**src/verilog/gcd_pkg.sv**
```systemverilog
// Package: bus addresses, field limits, decoded kinds and carrier structs for the command decoder.
package gcd_pkg;

  // ==========================================================================
  // Bus map
  // ==========================================================================
  localparam logic [11:0] ADDR_CMD_WORD = 12'h000;
  localparam logic [11:0] ADDR_CONTROL = 12'h004;
  localparam logic [11:0] ADDR_STATUS = 12'h008;
  localparam logic [11:0] ADDR_DECODE = 12'h00C;
  localparam logic [11:0] ADDR_OPINFO = 12'h010;
  localparam logic [11:0] ADDR_POINTER = 12'h014;
  localparam logic [11:0] ADDR_MASK = 12'h018;
  localparam logic [11:0] ADDR_MOD_IN = 12'h01C;
  localparam logic [11:0] ADDR_MOD_OUT = 12'h020;
  localparam logic [11:0] ADDR_BYTE_WORD = 12'h024;

  // ==========================================================================
  // Timing
  // ==========================================================================
  localparam int CLK_PER_OP_CYCLE = 2;
  localparam logic [3:0] DOT_COST_SIMPLE = 4'h4;
  localparam logic [3:0] DOT_COST_COND = 4'h6;

  // ==========================================================================
  // Field limits and layouts
  // ==========================================================================
  localparam logic [4:0] PARAM_REG_MAX = 5'h13;
  localparam logic [3:0] PATTERN_MAX = 4'hF;
  localparam int PTR_HIGH_BITS = 8;
  localparam int PTR_LOW_BITS = 12;

  typedef enum logic [1:0] {
    SCREEN_UPPER,
    SCREEN_BASE,
    SCREEN_LOWER,
    SCREEN_WINDOW
  } screen_t;

  typedef enum logic [1:0] {
    BOP_REPLACE,
    BOP_OR,
    BOP_AND,
    BOP_XOR
  } bit_op_t;

  typedef enum logic [5:0] {
    K_UNDEF, K_ORG, K_WPR, K_RPR, K_WPTN, K_RPTN,
    K_DRD, K_DWT, K_DMOD, K_RD, K_WT, K_MOD, K_CLR, K_SCLR, K_CPY, K_MASKED_AREA_COPY,
    K_AMOVE, K_RMOVE, K_ALINE, K_RLINE, K_ARCT, K_RRCT, K_APLL, K_RPLL,
    K_APLG, K_RPLG, K_CRCL, K_ELPS, K_AARC, K_RARC, K_AEARC, K_REARC,
    K_AFRCT, K_RFRCT, K_PAINT, K_DOT, K_PTN, K_AGCPY, K_RGCPY
  } cmd_kind_t;

  typedef struct packed {
    cmd_kind_t kind;
    logic [3:0] fixed_params;
    logic counted;
    logic [1:0] group;
  } decode_t;

  typedef struct packed {
    logic [2:0] area_mode;
    logic [1:0] hue_source_field;
    logic [2:0] logic_op_field;
    logic [3:0] dot_cost;
    logic turn_sense;
    logic bound_tint_flag;
    logic [1:0] bit_op_select;
    logic [4:0] param_reg_index;
    logic [3:0] pattern_start_index;
  } opinfo_t;

  typedef struct packed {
    screen_t screen_select_field;
    logic [3:0] dot_in_word;
    logic [PTR_HIGH_BITS+PTR_LOW_BITS-1:0] address;
  } pointer_t;

  localparam logic [1:0] GRP_REG = 2'h0;
  localparam logic [1:0] GRP_XFER = 2'h1;
  localparam logic [1:0] GRP_DRAW = 2'h2;
  localparam logic [1:0] GRP_NONE = 2'h3;

endpackage : gcd_pkg

```
**src/verilog/gcd_opcode_decode.sv**
```systemverilog
// Combinational opcode classifier: kind, parameter count and command fields.
`timescale 1ns/1ps
module gcd_opcode_decode
  import gcd_pkg::*;
(
  input wire logic [15:0] opcode_i,
  output decode_t dec_o,
  output opinfo_t info_o
);

  function automatic decode_t mk(input cmd_kind_t k, input logic [3:0] n, input logic c, input logic [1:0] g);
    decode_t d;
    d.kind = k;
    d.fixed_params = n;
    d.counted = c;
    d.group = g;
    return d;
  endfunction : mk

  logic [7:0] code;
  assign code = opcode_i[15:8];

  always_comb begin
    dec_o = mk(K_UNDEF, 4'h0, 1'b0, GRP_NONE);
    if (opcode_i == 16'h0400) begin
      dec_o = mk(K_ORG, 4'h2, 1'b0, GRP_REG);
    end else if (opcode_i[15:5] == 11'h040) begin
      if (opcode_i[4:0] <= PARAM_REG_MAX) dec_o = mk(K_WPR, 4'h1, 1'b0, GRP_REG);
    end else if (opcode_i[15:5] == 11'h060) begin
      if (opcode_i[4:0] <= PARAM_REG_MAX) dec_o = mk(K_RPR, 4'h0, 1'b0, GRP_REG);
    end else if (opcode_i[15:4] == 12'h180) begin
      dec_o = mk(K_WPTN, 4'h1, 1'b1, GRP_REG);
    end else if (opcode_i[15:4] == 12'h1C0) begin
      dec_o = mk(K_RPTN, 4'h1, 1'b0, GRP_REG);
    end else if (opcode_i == 16'h2400) begin
      dec_o = mk(K_DRD, 4'h2, 1'b0, GRP_XFER);
    end else if (opcode_i == 16'h2800) begin
      dec_o = mk(K_DWT, 4'h2, 1'b0, GRP_XFER);
    end else if (opcode_i[15:2] == 14'h0B00) begin
      dec_o = mk(K_DMOD, 4'h2, 1'b0, GRP_XFER);
    end else if (opcode_i == 16'h4400) begin
      dec_o = mk(K_RD, 4'h0, 1'b0, GRP_XFER);
    end else if (opcode_i == 16'h4800) begin
      dec_o = mk(K_WT, 4'h1, 1'b0, GRP_XFER);
    end else if (opcode_i[15:2] == 14'h1300) begin
      dec_o = mk(K_MOD, 4'h1, 1'b0, GRP_XFER);
    end else if (opcode_i == 16'h5800) begin
      dec_o = mk(K_CLR, 4'h3, 1'b0, GRP_XFER);
    end else if (opcode_i[15:2] == 14'h1700) begin
      dec_o = mk(K_SCLR, 4'h3, 1'b0, GRP_XFER);
    end else if (code[7:4] == 4'h6 && opcode_i[7:0] == 8'h00) begin
      dec_o = mk(K_CPY, 4'h4, 1'b0, GRP_XFER);
    end else if (code[7:4] == 4'h7 && opcode_i[7:2] == 6'h00) begin
      dec_o = mk(K_MASKED_AREA_COPY, 4'h4, 1'b0, GRP_XFER);
    end else if (opcode_i[15] == 1'b1) begin
      if (code == 8'h80) dec_o = mk(K_AMOVE, 4'h2, 1'b0, GRP_DRAW);
      else if (code == 8'h84) dec_o = mk(K_RMOVE, 4'h2, 1'b0, GRP_DRAW);
      else if (code == 8'h88) dec_o = mk(K_ALINE, 4'h2, 1'b0, GRP_DRAW);
      else if (code == 8'h8C) dec_o = mk(K_RLINE, 4'h2, 1'b0, GRP_DRAW);
      else if (code == 8'h90) dec_o = mk(K_ARCT, 4'h2, 1'b0, GRP_DRAW);
      else if (code == 8'h94) dec_o = mk(K_RRCT, 4'h2, 1'b0, GRP_DRAW);
      else if (code == 8'h98) dec_o = mk(K_APLL, 4'h1, 1'b1, GRP_DRAW);
      else if (code == 8'h9C) dec_o = mk(K_RPLL, 4'h1, 1'b1, GRP_DRAW);
      else if (code == 8'hA0) dec_o = mk(K_APLG, 4'h1, 1'b1, GRP_DRAW);
      else if (code == 8'hA4) dec_o = mk(K_RPLG, 4'h1, 1'b1, GRP_DRAW);
      else if (code[7:1] == 7'h54) dec_o = mk(K_CRCL, 4'h1, 1'b0, GRP_DRAW);
      else if (code[7:1] == 7'h56) dec_o = mk(K_ELPS, 4'h3, 1'b0, GRP_DRAW);
      else if (code[7:1] == 7'h58) dec_o = mk(K_AARC, 4'h4, 1'b0, GRP_DRAW);
      else if (code[7:1] == 7'h5A) dec_o = mk(K_RARC, 4'h4, 1'b0, GRP_DRAW);
      else if (code[7:1] == 7'h5C) dec_o = mk(K_AEARC, 4'h6, 1'b0, GRP_DRAW);
      else if (code[7:1] == 7'h5E) dec_o = mk(K_REARC, 4'h6, 1'b0, GRP_DRAW);
      else if (code == 8'hC0) dec_o = mk(K_AFRCT, 4'h2, 1'b0, GRP_DRAW);
      else if (code == 8'hC4) dec_o = mk(K_RFRCT, 4'h2, 1'b0, GRP_DRAW);
      else if (code[7:1] == 7'h64 && opcode_i[4:0] == 5'h00) dec_o = mk(K_PAINT, 4'h0, 1'b0, GRP_DRAW);
      else if (code == 8'hCC) dec_o = mk(K_DOT, 4'h0, 1'b0, GRP_DRAW);
      else if (code[7:4] == 4'hD) dec_o = mk(K_PTN, 4'h1, 1'b0, GRP_DRAW);
      else if (code[7:4] == 4'hE && opcode_i[4:3] == 2'h0) dec_o = mk(K_AGCPY, 4'h4, 1'b0, GRP_DRAW);
      else if (code[7:4] == 4'hF && opcode_i[4:3] == 2'h0) dec_o = mk(K_RGCPY, 4'h4, 1'b0, GRP_DRAW);
    end
  end

  always_comb begin
    info_o.area_mode = opcode_i[7:5];
    info_o.hue_source_field = opcode_i[4:3];
    info_o.logic_op_field = opcode_i[2:0];
    info_o.dot_cost = opcode_i[2] ? DOT_COST_COND : DOT_COST_SIMPLE;
    info_o.turn_sense = opcode_i[8];
    info_o.bound_tint_flag = opcode_i[8];
    info_o.bit_op_select = opcode_i[1:0];
    info_o.param_reg_index = opcode_i[4:0];
    info_o.pattern_start_index = opcode_i[3:0];
  end

endmodule : gcd_opcode_decode

```
**src/verilog/gcd_bit_modify.sv**
```systemverilog
// Masked bit-level modify unit for the modifying transfer commands.
`timescale 1ns/1ps
module gcd_bit_modify
  import gcd_pkg::*;
(
  input wire logic [15:0] frame_i,
  input wire logic [15:0] data_i,
  input wire logic [15:0] mask_i,
  input wire logic [1:0] bit_op_select_i,
  output logic [15:0] result_o
);

  logic [15:0] op_res;

  always_comb begin
    case (bit_op_t'(bit_op_select_i))
      BOP_REPLACE: op_res = data_i;
      BOP_OR: op_res = frame_i | data_i;
      BOP_AND: op_res = frame_i & data_i;
      default: op_res = frame_i ^ data_i;
    endcase
    result_o = (op_res & mask_i) | (frame_i & ~mask_i);
  end

endmodule : gcd_bit_modify

```
**src/verilog/gcd_command_decoder.sv**
```systemverilog
// Command word decoder with an APB register interface.
//
// Our own choices: the register addresses and the APB interface to the registers.
`timescale 1ns/1ps
module gcd_command_decoder
  import gcd_pkg::*;
(
  input wire logic CLK_I,
  input wire logic RST_N_I,
  input wire logic PSEL_I,
  input wire logic PENABLE_I,
  input wire logic PWRITE_I,
  input wire logic [11:0] PADDR_I,
  input wire logic [31:0] PWDATA_I,
  output logic [31:0] PRDATA_O,
  output logic PREADY_O,
  output logic PSLVERR_O
);

  // ==========================================================================
  // State
  // ==========================================================================
  typedef enum {
    ST_IDLE,
    ST_PARAM,
    ST_COUNT,
    ST_EXEC
  } phase_t;

  typedef struct packed {
    phase_t phase;
    logic [15:0] opcode;
    decode_t dec;
    opinfo_t info;
    logic [15:0] params_left;
    logic [3:0] param_idx;
    logic [15:0] hold_word;
    logic [15:0] first_param;
    logic [15:0] busy_cnt;
    logic op_div;
    logic enable;
    logic byte_mode;
    logic high_pending;
    logic [7:0] high_byte;
    logic undef_seen;
    logic [15:0] cmd_count;
    pointer_t pointer;
    logic [15:0] mask;
    logic [15:0] mod_in;
    logic [15:0] mod_out;
    logic [31:0] rdata;
    logic err;
  } state_t;

  state_t cur_ff;
  state_t nxt_cur;

  decode_t dec_w;
  opinfo_t info_w;
  logic [15:0] mod_res;
  logic [15:0] word_in;

  gcd_opcode_decode u_decode (
    .opcode_i(word_in),
    .dec_o(dec_w),
    .info_o(info_w)
  );

  gcd_bit_modify u_modify (
    .frame_i(cur_ff.mod_in),
    .data_i(cur_ff.first_param),
    .mask_i(cur_ff.mask),
    .bit_op_select_i(cur_ff.info.bit_op_select),
    .result_o(mod_res)
  );

  // ==========================================================================
  // Helpers
  // ==========================================================================
  function automatic logic [15:0] exec_cycles(input decode_t d, input opinfo_t i);
    logic [15:0] c;
    c = 16'h0008;
    if (d.group == GRP_DRAW) c = {12'h000, i.dot_cost} + 16'h0008;
    else if (d.kind == K_RD) c = 16'h000C;
    else if (d.kind == K_WPR || d.kind == K_RPR) c = 16'h0006;
    return c;
  endfunction : exec_cycles

  logic wr_acc;
  logic rd_acc;
  logic word_valid;
  logic [15:0] busy_lim;

  assign wr_acc = PSEL_I && PENABLE_I && PWRITE_I;
  assign rd_acc = PSEL_I && PENABLE_I && !PWRITE_I;
  assign busy_lim = exec_cycles(cur_ff.dec, cur_ff.info);

  // A command word arrives as one 16-bit write or, in byte mode, two byte writes high first.
  always_comb begin
    word_valid = 1'b0;
    word_in = PWDATA_I[15:0];
    if (wr_acc && PADDR_I == ADDR_CMD_WORD) begin
      if (!cur_ff.byte_mode) begin
        word_valid = 1'b1;
      end else if (cur_ff.high_pending) begin
        word_valid = 1'b1;
        word_in = {cur_ff.high_byte, PWDATA_I[7:0]};
      end
    end
  end

  // Words are held off while executing so the internal command has a fixed length.
  assign PREADY_O = !(PSEL_I && PWRITE_I && PADDR_I == ADDR_CMD_WORD && cur_ff.phase == ST_EXEC);

  // ==========================================================================
  // Next state
  // ==========================================================================
  always_comb begin
    nxt_cur = cur_ff;
    nxt_cur.err = 1'b0;
    if (cur_ff.phase == ST_EXEC) begin
      nxt_cur.op_div = ~cur_ff.op_div;
      if (cur_ff.op_div) nxt_cur.busy_cnt = cur_ff.busy_cnt + 16'h0001;
      if (cur_ff.op_div && cur_ff.busy_cnt + 16'h0001 >= busy_lim) nxt_cur.phase = ST_IDLE;
    end
    if (wr_acc && PREADY_O) begin
      if (PADDR_I == ADDR_CMD_WORD) begin
        if (cur_ff.byte_mode) begin
          nxt_cur.high_pending = ~cur_ff.high_pending;
          if (!cur_ff.high_pending) nxt_cur.high_byte = PWDATA_I[7:0];
        end
        if (word_valid && cur_ff.enable) begin
          case (cur_ff.phase)
            ST_IDLE: begin
              nxt_cur.opcode = word_in;
              nxt_cur.dec = dec_w;
              nxt_cur.info = info_w;
              nxt_cur.cmd_count = cur_ff.cmd_count + 16'h0001;
              nxt_cur.param_idx = 4'h0;
              nxt_cur.busy_cnt = 16'h0000;
              nxt_cur.op_div = 1'b0;
              nxt_cur.params_left = {12'h000, dec_w.fixed_params};
              if (dec_w.kind == K_UNDEF) begin
                nxt_cur.undef_seen = 1'b1;
              end else if (dec_w.fixed_params == 4'h0) begin
                nxt_cur.phase = ST_EXEC;
              end else begin
                nxt_cur.phase = ST_PARAM;
              end
            end
            ST_PARAM: begin
              nxt_cur.param_idx = cur_ff.param_idx + 4'h1;
              // Coordinates stay raw two's complement words, so negative offsets need no extra handling.
              if (cur_ff.param_idx == 4'h0) nxt_cur.first_param = word_in;
              // Origin and pointer words: high word carries screen and upper address bits.
              if (cur_ff.dec.kind == K_ORG && cur_ff.param_idx == 4'h0) begin
                nxt_cur.pointer.screen_select_field = screen_t'(word_in[15:14]);
                nxt_cur.pointer.address[PTR_HIGH_BITS+PTR_LOW_BITS-1:PTR_LOW_BITS] = word_in[PTR_HIGH_BITS-1:0];
              end
              if (cur_ff.dec.kind == K_ORG && cur_ff.param_idx == 4'h1) begin
                nxt_cur.pointer.dot_in_word = word_in[15:PTR_LOW_BITS];
                nxt_cur.pointer.address[PTR_LOW_BITS-1:0] = word_in[PTR_LOW_BITS-1:0];
              end
              if (cur_ff.params_left == 16'h0001) begin
                if (cur_ff.dec.counted) begin
                  nxt_cur.phase = ST_COUNT;
                  nxt_cur.params_left = (cur_ff.dec.kind == K_WPTN) ? word_in : {word_in[14:0], 1'b0};
                end else begin
                  nxt_cur.phase = ST_EXEC;
                end
              end else begin
                nxt_cur.params_left = cur_ff.params_left - 16'h0001;
              end
            end
            ST_COUNT: begin
              nxt_cur.params_left = cur_ff.params_left - 16'h0001;
              if (cur_ff.params_left <= 16'h0001) nxt_cur.phase = ST_EXEC;
            end
            default: nxt_cur.phase = cur_ff.phase;
          endcase
          if (cur_ff.phase == ST_COUNT && cur_ff.params_left == 16'h0000) nxt_cur.phase = ST_EXEC;
        end
      end else if (PADDR_I == ADDR_CONTROL) begin
        nxt_cur.enable = PWDATA_I[0];
        nxt_cur.byte_mode = PWDATA_I[1];
        nxt_cur.high_pending = 1'b0;
        if (PWDATA_I[2]) nxt_cur.undef_seen = 1'b0;
      end else if (PADDR_I == ADDR_MASK) begin
        nxt_cur.mask = PWDATA_I[15:0];
      end else if (PADDR_I == ADDR_MOD_IN) begin
        nxt_cur.mod_in = PWDATA_I[15:0];
      end else if (PADDR_I == ADDR_STATUS || PADDR_I == ADDR_DECODE || PADDR_I == ADDR_OPINFO ||
                   PADDR_I == ADDR_POINTER || PADDR_I == ADDR_MOD_OUT || PADDR_I == ADDR_BYTE_WORD) begin
        nxt_cur.err = 1'b1;
      end else begin
        nxt_cur.err = 1'b1;
      end
    end
    // The modify result tracks the masked operation so software can check a word before store.
    if (cur_ff.dec.kind == K_MOD || cur_ff.dec.kind == K_SCLR || cur_ff.dec.kind == K_DMOD ||
        cur_ff.dec.kind == K_MASKED_AREA_COPY) begin
      nxt_cur.mod_out = mod_res;
    end
    // The set term needs word_valid, which a control write never has, so a clearing control write always clears the flag.
    if (wr_acc && PREADY_O && PADDR_I == ADDR_CONTROL && PWDATA_I[2] && word_valid) nxt_cur.undef_seen = 1'b1;
    nxt_cur.rdata = 32'h0000_0000;
    if (rd_acc) begin
      if (PADDR_I == ADDR_CONTROL) begin
        nxt_cur.rdata = {29'h0000_0000, 1'b0, cur_ff.byte_mode, cur_ff.enable};
      end else if (PADDR_I == ADDR_STATUS) begin
        nxt_cur.rdata = {cur_ff.cmd_count, 8'h00, 3'h0, cur_ff.high_pending, cur_ff.undef_seen,
                         (cur_ff.phase == ST_EXEC), 2'(cur_ff.phase)};
      end else if (PADDR_I == ADDR_DECODE) begin
        nxt_cur.rdata = {cur_ff.opcode, 2'h0, cur_ff.dec.group, cur_ff.dec.counted, cur_ff.dec.fixed_params,
                         7'(cur_ff.dec.kind)};
      end else if (PADDR_I == ADDR_OPINFO) begin
        nxt_cur.rdata = {7'h00, cur_ff.info};
      end else if (PADDR_I == ADDR_POINTER) begin
        nxt_cur.rdata = {6'h00, cur_ff.pointer};
      end else if (PADDR_I == ADDR_MASK) begin
        nxt_cur.rdata = {16'h0000, cur_ff.mask};
      end else if (PADDR_I == ADDR_MOD_IN) begin
        nxt_cur.rdata = {16'h0000, cur_ff.mod_in};
      end else if (PADDR_I == ADDR_MOD_OUT) begin
        nxt_cur.rdata = {16'h0000, cur_ff.mod_out};
      end else if (PADDR_I == ADDR_BYTE_WORD) begin
        nxt_cur.rdata = {16'h0000, cur_ff.first_param};
      end else begin
        nxt_cur.err = 1'b1;
      end
    end
  end

  always_ff @(posedge CLK_I) begin
    if (!RST_N_I) begin
      cur_ff <= '0;
    end else begin
      cur_ff <= nxt_cur;
    end
  end

  assign PRDATA_O = nxt_cur.rdata;
  assign PSLVERR_O = PSEL_I && PENABLE_I && PREADY_O && nxt_cur.err;

endmodule : gcd_command_decoder

```
**config.mk**
```make
export PLATFORM = sky130hd
export DESIGN_NAME = gcd_command_decoder
export DESIGN_NICKNAME = d
export VERILOG_FILES = /design/src/verilog/gcd_pkg.sv /design/src/verilog/gcd_opcode_decode.sv /design/src/verilog/gcd_bit_modify.sv /design/src/verilog/gcd_command_decoder.sv
export SDC_FILE = /design/constraint.sdc
export NUM_CORES = 1
export LEC_CHECK = 0
export BUFFER_PORTS_ARGS = -buffer_cell sky130_fd_sc_hd__buf_4
export CORE_MARGIN = 8
export CORE_UTILIZATION = 45
export CTS_BUF_LIST = sky130_fd_sc_hd__clkbuf_4
export DETAILED_ROUTE_END_ITERATION = 12
export PLACE_DENSITY = 0.67
export SYNTH_ARGS = -nofsm -noshare
export SYNTH_HDL_FRONTEND = slang
export SYNTH_SLANG_ARGS = --single-unit
```
**constraint.sdc**
```tcl
create_clock -name CLK_I -period 3.74 [get_ports CLK_I]
set_input_delay 0.374 -clock CLK_I [delete_from_list [all_inputs] [get_ports CLK_I]]
set_output_delay 0.374 -clock CLK_I [all_outputs]
set_load 0.02 [all_outputs]
```
# Yosys cells after proc, flatten, opt, wreduce, memory -nomap -nowiden
# Index checks and enable logic that the tools add are counted.
# op_classes
add_sub_neg,5
mux,124
n_lt_le_gt_ge,3
n_eq_ne,71
bitwise,12
n_reduce_logical,58
# ops
operator,n
13-bit two-way mux,39
32-bit two-way mux,11
106-bit two-way mux,3
16-bit two-way mux,14
"8-bit == test, second input constant",13
103-bit two-way mux,1
16-bit one-hot mux with 3 select lines,2
32-bit one-hot mux with 3 select lines,1
17-bit two-way mux,5
26-bit two-way mux,3
"32-bit by 3-bit == test with 1-bit output, second input constant",2
54-bit two-way mux,1
"7-bit == test, second input constant",7
16-bit AND,3
"12-bit by 5-bit == test with 1-bit output, second input constant",4
"16-bit by 15-bit == test with 1-bit output, second input constant",3
43-bit two-way mux,1
42-bit two-way mux,1
33-bit two-way mux,1
"16-bit by 1-bit adder with 16-bit output, second input constant",2
"16-bit by 14-bit == test with 1-bit output, second input constant",2
"32-bit by 1-bit == test with 1-bit output, second input constant",1
"32-bit by 2-bit == test with 1-bit output, second input constant",1
32-bit logical NOT,1
57 further kinds,151
# word_totals
out_inout_bits,34
regBits,240
inputBits,49
wordCells,305

# Depth between registers and ports, before layout
# Gate-level depths: netlist (run 1).
# logic_depth
ltp_word,53
depth_mapped,12
mapped_depth_nobuf,12

# Modules after synthesis
# Synthesis (run 1) repeated with hierarchy kept, for this count alone.
# hier_totals
hier_cells,1806
hier_area_um2,14221.1
# modules_own_cells
mod,cells_per_inst,seq_area_each_um2,area_per_inst_um2,n_inst
gcd_command_decoder,1505,4824.6,12057.8,1
gcd_bit_modify,153,0.0,1202.4,1
gcd_opcode_decode,148,0.0,960.9,1

# Least setup slack after synthesis (run 1)
# OpenSTA, ideal clock, no wires.
# synth_timing
kind,input-to-output
from,input PADDR_I[7]
to,output PRDATA_O[0]
path_stages,11
path_slack_ns,0.535
t_arrival_ns,2.831
required_ns,3.366
path_buffers,4
path_cell_list,or4_4 > buf_6 > nor4_2 > nor2b_1 > clkbuf_1 > clkbuf_1 > a22oi_1 > nand4_1 > o211ai_1 > a211oi_1 > buf_4
# synth_lines
item,line_no,rtl
from (decl),gcd_command_decoder.sv:13,"input wire logic [11:0] PADDR_I,"
to (decl),gcd_command_decoder.sv:15,"output logic [31:0] PRDATA_O,"

# Final worst setup path (run 1)
# layout_timing
from,input PADDR_I[7]
to,output PRDATA_O[14]
# layout_between
elab_chain_cells,11
elab_cells_between_ends,19
cone_classes,9 x eq/ne; 10 x mux
# layout_rtl
item,line_no,rtl
12-bit by 6-bit == test with 1-bit output,gcd_command_decoder.sv:226,end else if (PADDR_I == ADDR_BYTE_WORD) begin
16-bit two-way mux,gcd_command_decoder.sv:226,
16-bit two-way mux,gcd_command_decoder.sv:224,end else if (PADDR_I == ADDR_MOD_OUT) begin
16-bit two-way mux,gcd_command_decoder.sv:222,end else if (PADDR_I == ADDR_MOD_IN) begin
16-bit two-way mux,gcd_command_decoder.sv:220,end else if (PADDR_I == ADDR_MASK) begin
26-bit two-way mux,gcd_command_decoder.sv:218,end else if (PADDR_I == ADDR_POINTER) begin
26-bit two-way mux,gcd_command_decoder.sv:216,end else if (PADDR_I == ADDR_OPINFO) begin
32-bit two-way mux,gcd_command_decoder.sv:213,end else if (PADDR_I == ADDR_DECODE) begin
32-bit two-way mux,gcd_command_decoder.sv:210,end else if (PADDR_I == ADDR_STATUS) begin
32-bit two-way mux *,gcd_command_decoder.sv:208,if (PADDR_I == ADDR_CONTROL) begin
33-bit two-way mux *,gcd_command_decoder.sv:207,if (rd_acc) begin
# Mark *: on every way between the ends. The rest lies on a longest branch, timed or not.

==> results of run 1 <==
==> final cells by class <==
class | instances | area (um2)
clock buffers | 84 | 630.6
fillers | 2823 | 14020
multi-input cells | 1297 | 7929
well taps | 384 | 480.5
inverters | 68 | 257.7
diodes | 1 | 2.502
repair buffers | 149 | 1126
flip-flops and latches | 216 | 4324
clock inverters | 14 | 86.33
==> tightest hold or removal path: cells and delay by family <==
| kind | cells | cell delay [ns] |
|---|---|---|
| simple gates | 1 | 0.08 |
| compound gates | 1 | 0.05 |
| buf+inv | 1 | 0.19 |
==> kinds of logic after synthesis <==
logic type | Yosys count
AO/OA/AOI/OAI | 415
XOR/XNOR | 31
adder cells (fa/ha/maj) | 42
buffers and inverters | 227
flip-flops | 216
multiplexers | 75
AND/OR/NAND/NOR | 734
==> how the worst max path moves through the flow <==
stage                                         from                        to  slack [ns]  depth (start not counted)
after global placement                  PADDR_I[7]  cur_ff[259]$_SDFFE_PN0P_        0.18                          9
after floorplan                         PADDR_I[7]               PRDATA_O[0]        0.53                         11
after CTS                 cur_ff[241]$_SDFFE_PN0P_  cur_ff[258]$_SDFFE_PN0P_        0.29                         12
after detailed placement                PADDR_I[7]  cur_ff[122]$_SDFFE_PN0P_        0.12                         10
final                                   PADDR_I[7]              PRDATA_O[14]        0.27                         11
after global routing      cur_ff[238]$_SDFFE_PN0P_  cur_ff[258]$_SDFFE_PN0P_       0.006                         12
==> cell usage after synthesis, drive strengths merged (15+ instances only) <==
library cell  instances
mux2i                52
and3                 16
ha                   42
nor2b                15
clkbuf              118
nand4                32
nand3                44
a21oi               149
nor4                 29
o211ai               24
nor3                 41
or3                  25
and2                 38
nand2               203
buf                  41
xor2                 22
inv                  68
nor2                232
a211oi               23
dfxtp               216
a22oi                28
o21ai                87
a31oi                15
mux4                 16
==> report_power, final <==
group / leakage [nW] / internal [mW] / total, mW / switching, mW
combinational: 3.58 / 0.0729 / 0.261 / 0.188
sequential: 1.74 / 2.30 / 2.30 / 0.0000117
clock: 0.427 / 1.09 / 2.09 / 0.997
==> metal layers <==
layer | GRT usage [%] | vias to the layer above
met2 | 39.51 | 620
met5 | 0 | -
met4 | 13.94 | 0
met1 | 33.03 | 6382
li1 | - | 6282
met3 | 4.341 | 173
==> placed cells by master, fill, tap and decap left out, types with 28 or more instances in the layout <==
cell | synthesis | layout
a21oi_1 | 149 | 149
a22oi_1 | 28 | 28
and2_1 | 38 | 38
buf_4 | 32 | 146
clkbuf_4 | 0 | 84
dfxtp_1 | 216 | 216
ha_1 | 42 | 42
inv_1 | 67 | 67
mux2i_1 | 52 | 52
nand2_1 | 203 | 203
nand3_1 | 43 | 43
nand4_1 | 32 | 32
nor2_1 | 230 | 229
nor3_1 | 41 | 40
o21ai_0 | 84 | 84
==> timing repair <==
| action | CTS | global route |
|---|---|---|
| endpoints found under the hold margin | 3 | 0 |
| hold buffers | 3 | 0 |
| endpoints found under the setup margin | 0 | 0 |
==> results.py, run 1 <==
metrics = {
    "drt": {
        "final_antenna_net_count": 0,
        "drt-initial-drc-count": 1180,
        "dr_wl_met2_um": 20450,
        "wl_met3_um": 3536,
        "vias": 13457,
        "top_layer": "met4",
        "wl_per_cell_um": 21.02,
        "dr.pass1.iters": 6,
        "wirelength_um": 46510,
        "drc": 0,
        "met1Wirelength_um": 19970,
        "vias_per_cell": 6.081,
    },
    "die": {
        "fp.dieH_um": 187.5,
        "initial_core_util_pct": 45.87,
        "die_area_um2": 35160,
        "rows": 62,
        "coreArea_um2": 28860,
        "die_w_um": 187.5,
        "boundaryPins": 83,
    },
    "hold_path": {
        "min_to": "cur_ff[60]$_SDFFE_PN0P_",
        "hp-start": "PWDATA_I[11]",
        "holdPathStages": 3,
        "worst_hold_path_type": "input port to flop",
    },
    "sta": {
        "fmax_mhz": 287.8,
        "finalCritPeriodShare_pct": 92.89,
        "fin_tns_setup_ns": 0,
        "timing.final.ws_setup_ns": 0.2659,
        "setup_viol": 0,
        "min_period_ns": 3.474,
        "final-max-slew-violation-count": 0,
        "rsz0062_at_grt": "false",
        "skew_ns": 0.04205,
        "hold_viol_final": 0,
        "worstMarginPinSlew_ns": 1.102,
        "max-slew-margin-rel_pct": 26.56,
        "timing.hold.ws_ns": 0.05310,
    },
    "critical_path": {
        "critPathArrivalTime_ns": 3.10,
        "rr_endpoint": "cur_ff[258]$_SDFFE_PN0P_",
        "regToRegStartpoint": "cur_ff[241]$_SDFFE_PN0P_",
        "rrSetupSlack_ns": 0.29,
        "cp_top_family": "simple AND/OR/NAND/NOR gates",
        "critPathMaxStageDelay_ns": 0.59,
        "path_class": "input port to output pin",
        "critical_path_required_ns": 3.37,
        "crit_buf_inv": 3,
        "cp_max_fo": 7,
        "path_cells": "buf_4 > or4_4 > nor4_2 > nor2b_1 > buf_4 > a22o_1 > a211oi_1 > o21ai_0 > o21ai_0 > a21oi_1 > buf_4",
        "end_kind": "output pin",
        "critPathSlowestCell": "or4_4",
        "cp-start-kind": "input port",
        "worst_path_most_repeated_cell": "buf_4",
        "reg2regPathDepth": 12,
    },
    "synthesis": {
        "synth_largest_area_cell": "dfxtp_1",
        "yosysWarnings": 0,
        "synth-edff-count": 0,
        "synthesis.area_um2": 13240,
        "seq_area_frac_synth_pct": 32.67,
        "yosys.area_share.simple_pct": 26.85,
        "syn_avg_cell_area_um2": 7.607,
        "synthAdderAreaFrac_pct": 3.970,
        "synth_seq_cells": 216,
        "synth-xor-area-share_pct": 2.051,
        "async_flop_share_pct": 0,
        "synth_top_area_share_pct": 32.67,
        "synthMuxAreaShare_pct": 7.250,
        "synth_compound_area_share_pct": 19.64,
        "ys_top_cells_by_area": "dfxtp_1 33%, nor2_1 6.5%, nand2_1 5.8%",
        "synthCells": 1740,
        "synth_top_family_by_area": "simple AND/OR/NAND/NOR gates",
        "synthFlopType": "dfxtp_1",
        "syn_nets": 1831,
        "ys_types": 78,
    },
    "global_route": {
        "grt_pass1_vias": 12878,
        "grt_usage_pct": 25.37,
        "grt_pass1_wl_um": 72320,
        "antenna_found_initial": 1,
        "overflow": 0,
        "grt_max_degree": 93,
    },
    "power_and_ir_drop": {
        "p_leak_nw": 5.748,
        "powerDensity_nw_per_um2": 313.1,
        "vdd_drop_max_mv": 0.2143,
        "total_power_mw": 4.645,
    },
    "job": {
        "maxCapViolCount": 0,
    },
    "placement": {
        "portBuffers": 66,
        "place_ws_ns": 0.1242,
        "dpl.hpwl_um": 32690,
        "gp_congestion": 0.9903,
        "place_inst": 2111,
        "place_area_um2": 14090,
    },
    "layout": {
        "area_growth_pct": 12.09,
        "final_cells": 2213,
        "reg_top3": "cur_ff: 216 flops",
        "fin_util_pct": 51.41,
        "largest_reg_flops": 216,
        "fin_nets": 1881,
        "top_register": "cur_ff",
        "fin_area_um2": 14840,
        "drive_gt1_share_pct": 15.81,
    },
    "clock_tree": {
        "cts_resized": 0,
        "h-tree-depth": 2,
        "cts_tree": "yes",
        "clock_sinks": 216,
        "cts_root_buffer": "clkbuf_4",
        "post_cts_buffers": 0,
        "clk_latency_ns": 0.69,
        "clk_path_buf_depth": 3,
        "path_clk_slew_ns": 0.07,
        "cts_made_buffers": 58,
    },
    "run_status": {
        "status": "finished clean",
    },
}
Power figures use the tool's default switching activity.
==> run 2, diff against run 1 <==
--- a/config.mk
+++ b/config.mk
@@ -6,11 +6,13 @@
 export NUM_CORES = 1
 export LEC_CHECK = 0
 export BUFFER_PORTS_ARGS = -buffer_cell sky130_fd_sc_hd__buf_4
+export CELL_PAD_IN_SITES_DETAIL_PLACEMENT = 0
+export CELL_PAD_IN_SITES_GLOBAL_PLACEMENT = 1
 export CORE_MARGIN = 8
 export CORE_UTILIZATION = 45
 export CTS_BUF_LIST = sky130_fd_sc_hd__clkbuf_4
 export DETAILED_ROUTE_END_ITERATION = 12
-export PLACE_DENSITY = 0.67
+export PLACE_DENSITY = 0.78
 export SYNTH_ARGS = -nofsm -noshare
 export SYNTH_HDL_FRONTEND = slang
 export SYNTH_SLANG_ARGS = --single-unit
==> results.py, run 2 (synthesis gave the netlist of run 1 again) <==
metrics = {
    "die": {
        "fp.dieH_um": 187.5,
        "die_area_um2": 35160,
        "rows": 62,
        "initial_core_util_pct": 45.87,
        "die_w_um": 187.5,
        "coreArea_um2": 28860,
        "boundaryPins": 83,
    },
    "sta": {
        "setup_viol": 0,
        "finalCritPeriodShare_pct": 95.59,
        "worstMarginPinSlew_ns": 1.164,
        "hold_viol_final": 0,
        "rsz0062_at_grt": "false",
        "min_period_ns": 3.575,
        "timing.final.ws_setup_ns": 0.1648,
        "fin_tns_setup_ns": 0,
        "skew_ns": 0.06883,
        "max-slew-margin-rel_pct": 22.43,
        "fmax_mhz": 279.7,
        "final-max-slew-violation-count": 0,
    },
    "global_route": {
        "overflow": 0,
        "antenna_found_initial": 1,
        "grt_usage_pct": 26.20,
        "grt_pass1_vias": 13146,
        "grt_max_degree": 97,
        "grt_pass1_wl_um": 74350,
    },
    "clock_tree": {
        "cts_tree": "yes",
        "clk_latency_ns": 0.72,
        "clock_sinks": 216,
        "clk_path_buf_depth": 3,
        "h-tree-depth": 2,
        "path_clk_slew_ns": 0.06,
        "cts_root_buffer": "clkbuf_4",
        "cts_made_buffers": 59,
    },
    "drt": {
        "drt-initial-drc-count": 1183,
        "vias_per_cell": 6.013,
        "dr.pass1.iters": 7,
        "drc": 0,
        "final_antenna_net_count": 0,
        "vias": 13426,
        "wl_per_cell_um": 21.26,
        "wirelength_um": 47470,
    },
    "layout": {
        "final_cells": 2233,
        "reg_top3": "cur_ff: 216 flops",
        "mostFrequentLayoutCell": "nor2_1",
        "largest_reg_flops": 216,
        "multi_input_area_um2": 7938,
        "final_cell_mix": "229 x nor2_1, 216 x dfxtp_1, 203 x nand2_1, 161 x buf_4, 149 x a21oi_1",
        "area_growth_pct": 13.26,
        "nFillCells": 2859,
        "top_register": "cur_ff",
        "drive_gt1_share_pct": 16.51,
        "fin_util_pct": 51.95,
        "fin_nets": 1899,
        "final-seq-area_um2": 4324,
    },
    "critical_path": {
        "critical_path_required_ns": 3.37,
        "critPathSlowestCell": "or4_4",
        "end_kind": "output pin",
        "path_cells": "buf_4 > or4_4 > buf_4 > nor4_2 > buf_4 > a21oi_1 > nand4_1 > o211ai_1 > a211oi_1 > buf_4 > buf_4",
        "cp_max_fo": 9,
        "cp_top_family": "simple AND/OR/NAND/NOR gates",
        "path_class": "input port to output pin",
        "worst_path_most_repeated_cell": "buf_4",
        "cp-start-kind": "input port",
        "critPathMaxStageDelay_ns": 0.53,
        "critPathArrivalTime_ns": 3.20,
        "crit_buf_inv": 5,
    },
    "power_and_ir_drop": {
        "powerDensity_nw_per_um2": 311.1,
        "clockPowerShare_pct": 44.8,
        "p_seq_share_pct": 49.3,
        "p_leak_nw": 5.835,
        "vdd_drop_max_mv": 0.1748,
        "combPwrFrac_pct": 5.9,
        "swShare_pct": 25.96,
        "internal_power_mw": 3.453,
        "p_switching_mw": 1.211,
    },
    "placement": {
        "place_inst": 2127,
        "gp_congestion": 0.9804,
        "place_ws_ns": 0.1186,
        "dpl.hpwl_um": 33660,
        "portBuffers": 66,
    },
    "job": {
        "maxCapViolCount": 0,
    },
    "run_status": {
        "status": "finished clean",
    },
    "hold_path": {
        "worst_hold_path_type": "input port to flop",
    },
}
[run 2: cell types whose count changed in the layout (fill, tap and decap cells not counted), sizes merged]
cell / delta
buf: +16
clkinv: +4
clkbuf: -2
clkinvlp: -1
diode: +1
dlygate4sd3: +1
inv: +1
[run 2: worst reg2reg max path: stages, from the launching register on]
cell and delay (ns):
dfxtp_1 0.34, or3_1 0.43, nor4b_2 0.37, a21o_1 0.14, ha_1 0.23, nand2_1 0.06, a21boi_0 0.08, o21ai_0 0.14
or4b_2 0.61, a211o_1 0.28, a41o_1 0.26, a211oi_1 0.24, a21boi_1 0.18
[run 2: metal layers]
| metal | up-vias | track usage, % | share of wire (%) |
|---|---|---|---|
| met3 | 134 | 4.249 | 7.4 |
| met2 | 562 | 42.13 | 46 |
| met4 | 0 | 12.85 | 4.3 |
| li1 | 6321 | - | - |
| met1 | 6409 | 33.76 | 43 |
| met5 | - | 0 | 0 |
[run 2: cell type report]
| class | count | area share, % |
|---|---|---|
| Inverter | 68 | 1.719 |
| Antenna cell | 2 | 0.03338 |
| Timing Repair Buffer | 166 | 8.463 |
| Sequential cell | 216 | 28.84 |
| Multi-Input combinational cell | 1297 | 52.95 |
| Clock inverter | 18 | 0.6844 |
| Clock buffer | 82 | 4.106 |
| Tap cell | 384 | 3.205 |
[run 2: worst paths after layout]
kind / startpoint / cells past startpoint / end / slack, ns
setup / recovery: PADDR_I[7] / 11 / PRDATA_O[0] / 0.16
hold / removal: PWDATA_I[2] / 3 / cur_ff[51]$_SDFFE_PN0P_ / 0.05
setup reg to reg: cur_ff[241]$_SDFFE_PN0P_ / 12 / cur_ff[258]$_SDFFE_PN0P_ / 0.30
hold reg to reg: cur_ff[99]$_SDFFE_PN0P_ / 2 / cur_ff[99]$_SDFFE_PN0P_ / 0.45
[run 2: power groups by stage]
stage,sequential [mW],combinational (mW),clock (mW)
floorplan,2.35,0.128,0
global placement,2.35,0.266,0
detailed placement,2.35,0.264,0
CTS,2.30,0.267,2.13
global route,2.30,0.285,2.27
finish,2.30,0.273,2.09
[run 2: stage by stage]
step	hold slack, ns	power, mW	cell area (um2)
finish	0.04607	4.664	14990
global route	0.01759	4.855	14990
CTS	0.002450	4.701	14980
detailed placement	0.4447	2.615	14220
global placement	0.4405	2.618	14220
floorplan	0.4288	2.479	13240
[run 2: repair_timing]
| item | in CTS | in global routing |
|---|---|---|
| endpoints found under the setup margin | 0 | 4 |
| endpoints found under the hold margin | 4 | 0 |
| buffers inserted | 0 | 0 |
| hold buffers | 4 | 0 |
| gates resized for setup | 0 | 2 |
==> run 3, diff against run 2 <==
--- a/config.mk
+++ b/config.mk
@@ -5,14 +5,15 @@
 export SDC_FILE = /design/constraint.sdc
 export NUM_CORES = 1
 export LEC_CHECK = 0
+export ABC_AREA = 1
 export BUFFER_PORTS_ARGS = -buffer_cell sky130_fd_sc_hd__buf_4
 export CELL_PAD_IN_SITES_DETAIL_PLACEMENT = 0
 export CELL_PAD_IN_SITES_GLOBAL_PLACEMENT = 1
-export CORE_MARGIN = 8
+export CORE_MARGIN = 4
 export CORE_UTILIZATION = 45
 export CTS_BUF_LIST = sky130_fd_sc_hd__clkbuf_4
 export DETAILED_ROUTE_END_ITERATION = 12
-export PLACE_DENSITY = 0.78
+export PLACE_DENSITY = 0.81
 export SYNTH_ARGS = -nofsm -noshare
 export SYNTH_HDL_FRONTEND = slang
 export SYNTH_SLANG_ARGS = --single-unit
==> results.py, run 3 <==
metrics = {
    "drt": {
        "final_antenna_net_count": 0,
        "drc": 0,
        "wirelength_um": 44800,
        "wl_per_cell_um": 18.92,
        "vias": 13009,
        "vias_per_cell": 5.494,
        "dr.pass1.iters": 7,
        "drt-initial-drc-count": 1181,
    },
    "critical_path": {
        "end_kind": "flop",
        "critPathArrivalTime_ns": 3.96,
        "rrSetupSlack_ns": 0.42,
        "cp-start-kind": "flop",
        "path_class": "flop to flop",
        "cp_max_fo": 21,
        "critical_path_required_ns": 4.38,
    },
    "die": {
        "fp.dieH_um": 175.6,
        "boundaryPins": 83,
        "rows": 61,
        "coreArea_um2": 27710,
        "die_area_um2": 30820,
        "die_w_um": 175.6,
        "initial_core_util_pct": 45.61,
    },
    "layout": {
        "reg_top3": "cur_ff: 216 flops",
        "largest_reg_flops": 216,
        "final_cells": 2368,
        "top_register": "cur_ff",
        "mostFrequentLayoutCell": "nand2_1",
        "final_cell_mix": "273 x nand2_1, 269 x inv_1, 216 x dfxtp_1, 211 x nor2_1, 197 x o21ai_0",
        "drive_gt1_share_pct": 14.48,
        "area_growth_pct": 13.90,
        "fin_nets": 2034,
    },
    "sta": {
        "finalCritPeriodShare_pct": 88.90,
        "skew_ns": 0.03306,
        "min_period_ns": 3.325,
        "fin_tns_setup_ns": 0,
        "max-slew-margin-rel_pct": 47.65,
        "hold_viol_final": 0,
        "rsz0062_at_grt": "false",
        "fmax_mhz": 300.8,
        "final-max-slew-violation-count": 0,
        "worstMarginPinSlew_ns": 0.7655,
        "setup_viol": 0,
    },
    "clock_tree": {
        "clk_path_buf_depth": 3,
        "clk_latency_ns": 0.73,
        "clock_sinks": 216,
        "cts_root_buffer": "clkbuf_4",
        "h-tree-depth": 2,
        "cts_tree": "yes",
        "path_clk_slew_ns": 0.06,
        "cts_made_buffers": 59,
    },
    "synthesis": {
        "syn_nets": 1942,
        "synthMuxAreaShare_pct": 0,
        "synth-edff-count": 0,
        "synth_compound_area_share_pct": 24.10,
        "synth_largest_area_cell": "dfxtp_1",
        "synth_top_area_share_pct": 34.22,
        "netlist_top_cells_count": "273 x nand2_1, 269 x inv_1, 216 x dfxtp_1",
        "synth_most_common_cell": "nand2_1",
        "synthFlopType": "dfxtp_1",
        "syn_avg_cell_area_um2": 6.827,
        "synthCells": 1851,
        "synthAdderAreaFrac_pct": 4.159,
        "ys_types": 56,
        "synth_top_family_by_area": "compound AO/OA/AOI/OAI gates",
        "ys_top_cells_by_area": "dfxtp_1 34%, nand2_1 8.1%, inv_1 8.0%",
        "yosysWarnings": 0,
        "async_flop_share_pct": 0,
        "synth_seq_cells": 216,
        "seq_area_frac_synth_pct": 34.22,
        "yosys.area_share.simple_pct": 23.10,
        "synthesis.area_um2": 12640,
        "synth-xor-area-share_pct": 1.525,
    },
    "global_route": {
        "grt_max_degree": 79,
        "overflow": 0,
        "grt_pass1_wl_um": 69200,
        "grt_pass1_vias": 12330,
        "antenna_found_initial": 1,
        "grt_usage_pct": 28.50,
    },
    "placement": {
        "portBuffers": 66,
        "place_inst": 2249,
        "dpl.hpwl_um": 32070,
        "gp_congestion": 0.9397,
    },
    "power_and_ir_drop": {
        "powerDensity_nw_per_um2": 336.7,
        "p_leak_nw": 6.142,
        "vdd_drop_max_mv": 0.2246,
    },
    "run_status": {
        "status": "finished clean",
    },
    "job": {
        "maxCapViolCount": 0,
    },
    "hold_path": {
        "worst_hold_path_type": "input port to flop",
    },
}
==> run 3: changes by cell type in the layout (fill, tap and decap cells not counted), sizes merged, moves of 16 or more <==
| cell | change |
|---|---|
| inv | +212 |
| or3 | -25 |
| nand2 | +84 |
| mux2i | -52 |
| mux4 | -16 |
| a22oi | -24 |
| buf | -39 |
| and2 | -36 |
| a21oi | +27 |
| o21ai | +122 |
==> run 3: per-stage QoR <==
stage | instance area, um2 | setup WS, ns | power (mW) | hold slack [ns] | utilization, %
after floorplan | 12640 | 0.7726 | 2.493 | 0.4023 | -
after global placement | 13490 | 0.2408 | 2.633 | 0.4097 | 48.70
after detailed placement | 13490 | 0.2849 | 2.633 | 0.4148 | 48.70
after CTS | 14390 | 0.4353 | 4.898 | 0.0001184 | 51.94
after global routing | 14390 | 0.08605 | 5.029 | 0.03943 | 51.95
final | 14390 | 0.4151 | 4.847 | 0.05350 | 51.95
==> run 3: power by group <==
group | leakage (nW) | total [mW] | internal [mW] | switching, mW
clock | 0.474 | 2.25 | 1.22 | 1.03
sequential | 1.74 | 2.30 | 2.30 | 0.0000231
combinational | 3.93 | 0.298 | 0.0843 | 0.213
==> run 3: final timing paths <==
path | from | to | cells after the start
setup / recovery | cur_ff[262]$_SDFFE_PN0P_ | cur_ff[161]$_SDFFE_PN0P_ | 13
hold / removal | PWDATA_I[7] | cur_ff[100]$_SDFFE_PN0P_ | 3
setup reg to reg | cur_ff[262]$_SDFFE_PN0P_ | cur_ff[161]$_SDFFE_PN0P_ | 13
hold reg to reg | cur_ff[283]$_SDFFE_PN0P_ | cur_ff[283]$_SDFFE_PN0P_ | 2
==> run 3: critical path, cell delays in order (launching register included) <==
cell and delay (ns):
dfxtp_1 0.31, nor4_1 0.42, nand2_1 0.22, nor3_1 0.28
nand2_1 0.23, nor2_1 0.18, nor2_1 0.11, nand2_1 0.22
nor2_1 0.19, inv_1 0.11, nor2_1 0.08, inv_1 0.53
o21ai_0 0.21, a21oi_1 0.16
==> run 3: area by class of cell <==
class / count / area [um2]
Antenna cell: 1 / 2.502
Clock buffer: 96 / 720.7
Clock inverter: 11 / 67.56
Fill cell: 2890 / 13310
Inverter: 288 / 1081
Multi-Input combinational cell: 1244 / 6690
Sequential cell: 216 / 4324
Tap cell: 378 / 473.0
Timing Repair Buffer: 134 / 1033
==> run 3: cell families after synthesis <==
kind of cell / Yosys count
and+or+nand+nor: 652
AOI/OAI and AO/OA: 528
buffers and inverters: 391
DFF: 216
adders and majority gates: 42
xor gates and xnor gates: 22
==> run 3: what timing repair did <==
action / CTS / global route
gates resized for setup: 0 / 0
setup buffers: 0 / 0
setup endpoints to repair: 0 / 0
endpoints found under the hold margin: 18 / 0
hold buffers: 11 / 0
==> run 3: per-layer routing <==
layer	routed length (um)	vias to the layer above	share of wire, %	GRT usage, %
met5	0	-	0	0
met4	1829	0	4.1	11.86
met3	3301	107	7.4	5.338
met2	20290	493	45	45.81
met1	19390	6044	43	37.79
li1	-	6365	-	-
